[config.mk]
export PLATFORM = sky130hd
export DESIGN_NAME = vfb_regs
export DESIGN_NICKNAME = d
export VERILOG_FILES = /design/src/include/vfb_pkg.sv /design/src/hdl/vfb_regs.sv
export SDC_FILE = /design/constraint.sdc
export NUM_CORES = 1
export LEC_CHECK = 0
export ABC_AREA = 1
export BUFFER_PORTS_ARGS = -buffer_cell sky130_fd_sc_hd__buf_2
export CAP_MARGIN = 25
export CORE_MARGIN = 8
export CORE_UTILIZATION = 40
export DETAILED_ROUTE_END_ITERATION = 7
export RECOVER_POWER = 25
export SLEW_MARGIN = 5
export SYNTH_ARGS = -nofsm -noshare
export SYNTH_HDL_FRONTEND = slang
export SYNTH_SLANG_ARGS = --single-unit
[constraint.sdc]
create_clock -name clk -period 1.9 [get_ports clk]
set_input_delay 0.475 -clock clk [delete_from_list [all_inputs] [get_ports clk]]
set_output_delay 0.475 -clock clk [all_outputs]
set_load 0.05 [all_outputs]
[src/include/vfb_pkg.sv]
// package of constants and types for the video field buffer base register bank
`default_nettype none
package vfb_pkg;
    localparam int unsigned DATA_W       = 32;
    localparam int unsigned ADDR_W       = 8;
    localparam int unsigned NUM_CH       = 2;
    // register index per channel: byte address = ch * CH_STRIDE + reg * 4
    localparam logic [7:0]  CH_STRIDE    = 8'h10;
    localparam logic [7:0]  OFS_TOP_LUMA = 8'h00;
    localparam logic [7:0]  OFS_BOT_LUMA = 8'h04;
    localparam logic [7:0]  OFS_TOP_CHR  = 8'h08;
    localparam logic [7:0]  OFS_MODE     = 8'h0c;
    // first address past the last channel window
    localparam logic [7:0]  MAP_END      = 8'h20;
    localparam int unsigned MODE_W       = 2;
    localparam logic [31:0] RST_BASE     = 32'h0000_0000;
    // mode register field positions
    localparam int unsigned MODE_YC_BIT  = 0;
    localparam int unsigned MODE_RAW_BIT = 1;
    localparam logic [1:0]  RST_MODE     = 2'h0;

    typedef struct packed {
        logic [31:0] top_luma;
        logic [31:0] bot_luma;
        logic [31:0] top_chroma;
        logic [1:0]  mode;
    } vfb_ch_t;

    typedef struct packed {
        logic [ADDR_W-1:0] addr;
        logic [DATA_W-1:0] wdata;
        logic              wr;
        logic              rd;
    } vfb_bus_t;

    // per channel base addresses handed to the address generator
    typedef struct packed {
        logic [31:0] top_base;
        logic [31:0] bot_base;
        logic [31:0] chroma_base;
        logic        chroma_valid;
        logic        bot_valid;
    } vfb_dma_t;
endpackage : vfb_pkg
`default_nettype wire

[src/hdl/vfb_regs.sv]
// register bank of field buffer base addresses for two video channels
//
// The address map and the strobed register port were decided locally.
`timescale 1ns/1ps
`default_nettype none
module vfb_regs #(
    parameter int unsigned CHANNELS = vfb_pkg::NUM_CH
) (
    input  wire logic                        clk,
    input  wire logic                        resetn,
    input  wire vfb_pkg::vfb_bus_t           bus,
    output logic [vfb_pkg::DATA_W-1:0]       rdata,
    output vfb_pkg::vfb_dma_t [CHANNELS-1:0] dma
);
    import vfb_pkg::*;

    // the map has room for exactly two channel windows below MAP_END
    generate
        if (CHANNELS != NUM_CH) begin : g_bad_channels
            $error("vfb_regs supports exactly two channels");
        end
    endgenerate

    typedef struct packed {
        vfb_ch_t [CHANNELS-1:0] ch;
        logic [DATA_W-1:0]      rdata;
    } vfb_state_t;

    localparam vfb_ch_t CH_RST = '{
        top_luma:   RST_BASE,
        bot_luma:   RST_BASE,
        top_chroma: RST_BASE,
        mode:       RST_MODE
    };

    localparam vfb_state_t S_RST = '{
        ch:    {CHANNELS{CH_RST}},
        rdata: '0
    };

    vfb_state_t s_q;
    vfb_state_t s_d;

    // offset of a register inside its channel window
    function automatic logic [7:0] reg_ofs(input logic [7:0] a);
        reg_ofs = a & (CH_STRIDE - 8'h01);
    endfunction : reg_ofs

    // first byte address of the window of channel c
    function automatic logic [7:0] ch_base(input int unsigned c);
        ch_base = 8'(c) * CH_STRIDE;
    endfunction : ch_base

    // true when the address falls in the window of channel c
    function automatic logic hit_ch(input logic [7:0] a, input int unsigned c);
        hit_ch = (a / CH_STRIDE) == 8'(c);
    endfunction : hit_ch

    // read mux of one channel; unused offsets read as zero
    function automatic logic [DATA_W-1:0] ch_read(input vfb_ch_t r, input logic [7:0] ofs);
        unique case (ofs)
            OFS_TOP_LUMA: ch_read = r.top_luma;
            OFS_BOT_LUMA: ch_read = r.bot_luma;
            OFS_TOP_CHR:  ch_read = r.top_chroma;
            OFS_MODE:     ch_read = {{(DATA_W-MODE_W){1'b0}}, r.mode};
            default:      ch_read = '0;
        endcase
    endfunction : ch_read

    // one channel after a write; base values are kept exactly as written, no alignment fix; mode keeps only its low MODE_W bits
    function automatic vfb_ch_t ch_write(input vfb_ch_t r, input logic [7:0] ofs,
                                         input logic [DATA_W-1:0] d);
        ch_write = r;
        unique case (ofs)
            OFS_TOP_LUMA: ch_write.top_luma   = d;
            OFS_BOT_LUMA: ch_write.bot_luma   = d;
            OFS_TOP_CHR:  ch_write.top_chroma = d;
            OFS_MODE:     ch_write.mode       = d[MODE_W-1:0];
            default: ;
        endcase
    endfunction : ch_write

    always_comb begin
        s_d       = s_q;
        s_d.rdata = '0;
        for (int unsigned c = 0; c < CHANNELS; c++) begin
            if (bus.wr && hit_ch(bus.addr, c)) begin
                s_d.ch[c] = ch_write(s_q.ch[c], reg_ofs(bus.addr), bus.wdata);
            end
            if (bus.rd && hit_ch(bus.addr, c)) begin
                s_d.rdata = ch_read(s_q.ch[c], reg_ofs(bus.addr));
            end
        end
    end

    always_ff @(posedge clk) begin
        if (!resetn) begin
            s_q <= S_RST;
        end else begin
            s_q <= s_d;
        end
    end

    assign rdata = s_q.rdata;

    // base addresses go to the address generator as the first active sample
    generate
        for (genvar c = 0; c < CHANNELS; c++) begin : g_dma
            logic yc;
            assign yc = s_q.ch[c].mode[MODE_YC_BIT];
            assign dma[c].top_base    = s_q.ch[c].top_luma;
            assign dma[c].bot_base    = s_q.ch[c].bot_luma;
            assign dma[c].chroma_base = s_q.ch[c].top_chroma;
            // ch1 bottom luma only in Y/C mux, ch0 top chroma likewise
            assign dma[c].bot_valid    = (c == 1) ? yc : 1'b1;
            assign dma[c].chroma_valid = (c == 0) ? yc : 1'b1;
        end
    endgenerate

    // per channel checks
    generate
        for (genvar c = 0; c < CHANNELS; c++) begin : g_chk
            localparam logic [7:0] BASE = ch_base(c);

        end
    endgenerate
endmodule : vfb_regs
`default_nettype wire

==> Word-level counts from Yosys, hierarchy flattened <==
Cells that the tools add are included.
{ "word_totals": {"ram_bits": 0, "in_bits": 44, "reg_bits": 228, "latch_bits": 0, "romBits": 0, "memories": 0} }
{ "classes": {"n_addsub": 0, "reduce_logical": 14, "bitwise": 0, "magnitude_cmp": 0, "shifts": 0, "n_div": 0, "eq_ne": 4, "multipliers": 0, "muxes": 4} }
{ "op_table": {"columns": ["op", "count"], "rows": [
  ["32-bit case mux with 4 select lines", 2],
  ["32-bit two-way mux", 2],
  ["8-bit logical NOT", 2],
  ["2-bit AND reduction", 8],
  ["4-bit equality test (second input constant)", 2],
  ["4-bit by 1-bit equality test with 1-bit output (second input constant)", 1],
  ["4-bit by 3-bit equality test with 1-bit output (second input constant)", 1],
  ["1-bit logical AND", 4]
]} }

==> Longest topological paths before layout <==
{ "logic_depth": {"depth_word": 4, "depth_mapped": 10} }

==> Worst setup path after synthesis <==
No wires, ideal clock.
{ "synth_path": {"path_kind": "input to register", "startpoint": "input bus[41] in the netlist's numbering", "endpoint": "register s_q, in the netlist dma[167]", "cell_stages": 7, "slack_ns": 0.378, "arrival_time_ns": 1.407, "t_required_ns": 1.784, "cell_sequence": "nor2_2 > nand4_1 > nor2_2 > inv_2 > clkbuf_1 > nor2_1 > nor2_1"} }
{ "synth_via": {"elab_chain_len": 3} }
{ "synth_lines": {"columns": ["item", "line", "rtl"], "rows": [
  ["start: declaration", "vfb_regs.sv:11", "input wire vfb_pkg::vfb_bus_t bus,"],
  ["4-bit by 1-bit equality test with 1-bit output", "vfb_regs.sv:56", "hit_ch = (a / CH_STRIDE) == 8'(c);"],
  ["1-bit logical AND", "vfb_regs.sv:87", "if (bus.wr && hit_ch(bus.addr, c)) begin"],
  ["2-bit AND reduction (no line)", null, null],
  ["end signal: assignment", "vfb_regs.sv:98", "s_q <= S_RST;"],
  ["end signal: assignment", "vfb_regs.sv:100", "s_q <= s_d;"],
  ["end: declaration", "vfb_regs.sv:41", "vfb_state_t s_q;"]
]} }
No other way between the ends.
A chain may end at the register's enable or synchronous reset.

==> Final worst setup path <==
{ "layout_path": {"startpoint": "register s_q, in the netlist dma[3]", "endpoint": "output dma[3] in the netlist's numbering"} }
{ "layout_rtl": {"columns": ["item", "line", "rtl"], "rows": [
  ["end: declaration", "vfb_regs.sv:13", "output vfb_pkg::vfb_dma_t [CHANNELS-1:0] dma"]
]} }
No word-level cell between the ends.

==> metrics.md <==
| Metric | Value |
|---|---|
| Max Cap Viol | 0 |
| GRT Total Usage | 20.95% |
| Clock Skews | 8.837 ps |
| Setup TNS | 0 ps |
| Hold WC Path Type | input port to flop |
| Clock transition at the registers of the reported paths | 60 ps |
| Seq cells post-synth | 228 |
| Crit Path Max Fanout | 3 |
| Post-CTS Setup Bufs | 0 |
| Row count | 60 |
| Core area | 0.02695 sq mm |
| Yosys top cell by area | dfxtp_1 |
| CTS Sinks | 228 |
| CP delay by family, top | flip-flops |
| Final setup vio count | 0 |
| Slew Viols, Final | 0 |
| Cts hold-fix bufs | 0 |
| Total power density per cell area | 829.1 mW/mm^2 |
| DRC | 0 |
| 1st-pass router iterations | 5 |
| Register area share after synthesis | 41.61% |
| # IOs | 272 |
| Top-area cell type share of the netlist area | 41.61% |
| Post-CTS Resized | 0 |
| Chip height | 181.6 microns |
| First-pass GRT wire length | 55410 microns |
| Final Core Density | 44.97% |
| Largest net degree at the start of global routing | 54 |
| Grt met2 use | 34.68% |
| DIE WIDTH | 181.6 microns |
| GP Congestion | 0.8338 |
| Wirelength per Cell | 18.59 microns |
| Clk Latency, worst-skew pair | 520 ps |
| I/O Buffers | 269 |
| Tmin final | 1752 ps |
| Clock Path Buffers | 3 |
| Data required time of the worst path | 1420 ps |
| Slew headroom | 52.49% |
| Most Used Layer, Global Route | met2 |
| Crit path capture type | primary output |
| Fillers | 2755 |
| CP startpoint kind | flop |
| CP Class | flop to primary output |
| Mean post-synth cell area | 7.050 sq um |
| Initial antenna violation count | 0 |
| Worst Tran Pin Value | 712.7 ps |
| CTS Buf Count | 26 |
| Post-DR vias/cell | 5.034 |
| Leakage | 5.645 nW |
| DR iter-0 viols | 714 |
| Max incr delay on CP | 440 ps |
| WL final | 36360 microns |
| Ranking of synthesized cells by area | dfxtp_1 (42%), buf_4 (16%), nor2_1 (14%) |
| Routed vias | 9847 |
| Met1 GRT Util | 27.19% |
| Inst Count DP | 1911 |
| Overflow left after global routing | 0 |
| Antenna cells | 0 |
| Cell chain of the critical path | buf_2 |
| Number of global-route vias before repair | 9421 |
| M3 GR Usage | 4.611% |
| Arrival @ worst endpoint | 1280 ps |
| Starting Density | 40.70% |
| TritonCTS clock tree | done |
| CTS H-Tree Depth | 1 |
| Post-route ant nets | 0 |
| Finished Layout Cells | 1956 |
| Die area | 0.03298 sq mm |
| Peak Freq | 570.7 MHz |
| Synth cell types | 17 |
| Final #Nets | 1642 |
| RSZ-0062 raised after global routing | false |
| Cells after Synth | 1556 |
| Final hold violations | 0 |
| HPWL after DPL | 25380 microns |
| Worst Path Buf+Inv | 1 |
| Status | finished, final reports clean |
| Fraction of layout instances using a drive strength above 1 | 23.10% |
| Fin crit share | 92.23% |
| CP max stage cell | dfxtp_1 |
| Root buffer cell | clkbuf_16 |
| Peak VDD IR | 0.0005250 V |
| Mapped Area | 0.01097 sq mm |
| Synth-to-layout area growth | 10.48% |
| YS warnings | 0 |
[report_power, final]
group	internal [mW]	total, mW	switching, mW
Clock	2.79	4.72	1.93
Combinational	0.144	0.526	0.382
Sequential	4.79	4.80	0.00848
Total	7.73	10.0	2.32
[Yosys cell counts]
master / instances
nor2_1: 408
nand3_1: 149
buf_2: 31
dfxtp_1: 228
buf_4: 234
nand4_1: 3
buf_1: 1
inv_2: 11
nor2_4: 1
inv_1: 11
o21ai_1: 128
nor2_2: 7
clkbuf_1: 55
o21ai_0: 69
a21oi_1: 30
nand2_1: 189
conb_1: 1
[worst paths after layout]
path	cells past startpoint	endpoint	start	slack, ps
max	1	dma[3]	dma[3]	150
min	3	dma[194]	bus[32]	260
max reg2reg	6	rdata[1]	dma[3]	950
min reg2reg	2	s_q[131]	s_q[131]	500
[per-stage QoR]
step / instance area [sq um] / worst slack [ps] / hold WS (ps) / power (mW)
6_report: 12120 / 147.7 / 264.1 / 10.05
5_1_grt: 12120 / 86.61 / 268.1 / 10.35
4_1_cts: 12250 / 99.46 / 244.5 / 10.14
3_5_place_dp: 11460 / 14.22 / 487.9 / 5.433
3_3_place_gp: 11460 / 20.64 / 482.5 / 5.432
2_1_floorplan: 10970 / 377.6 / 453.6 / 5.187
[registers in the layout, indices dropped and copies added (netlist names)]
| signal | flops |
|---|---|
| dma | 194 |
| rdata | 32 |
| s_q | 2 |
[kinds of logic after synthesis]
family	Yosys count	synth area share, %
buf+inv	343	20.10
other cells	1	0.03419
compound gates	227	10.36
flops	228	41.61
simple gates	757	27.90
[routing by layer]
| metal | part of all wire, % | up-vias |
|---|---|---|
| met5 | 0 | - |
| met3 | 8.0 | 51 |
| met4 | 2.2 | 0 |
| met2 | 46 | 418 |
| met1 | 44 | 4531 |
| li1 | - | 4847 |
[tightest hold or removal path, delay by kind of cell]
family,cells,cell delay (ps)
simple gates,2,150
buf+inv,1,130
[placed cells by master, fill, tap and decap left out]
cell            instances
nor2_1                409
buf_2                 267
dfxtp_1               228
nand2_1               189
nand3_1               149
o21ai_1               121
o21ai_0                76
buf_4                  38
a21oi_1                30
clkbuf_16              27
clkbuf_1               18
buf_12                 17
inv_1                  16
nor2_4                  6
inv_2                   6
clkbuf_8                5
clkbuf_2                4
nand4_1                 3
conb_1                  2
nor2_2                  1
clkinv_2                1
dlymetal6s2s_1          1
clkbuf_4                1
[cell type report]
| class | count | area, sq um | share of cell area (%) |
|---|---|---|---|
| clock buffers | 44 | 789.5 | 6.515 |
| clock inverters | 1 | 5.005 | 0.04130 |
| inverters | 22 | 82.58 | 0.6814 |
| multi-input cells | 986 | 4227 | 34.88 |
| flip-flops and latches | 228 | 4564 | 37.66 |
| well taps | 341 | 426.7 | 3.521 |
| repair buffers | 334 | 2024 | 16.70 |
(Power assumes the default switching activity.)
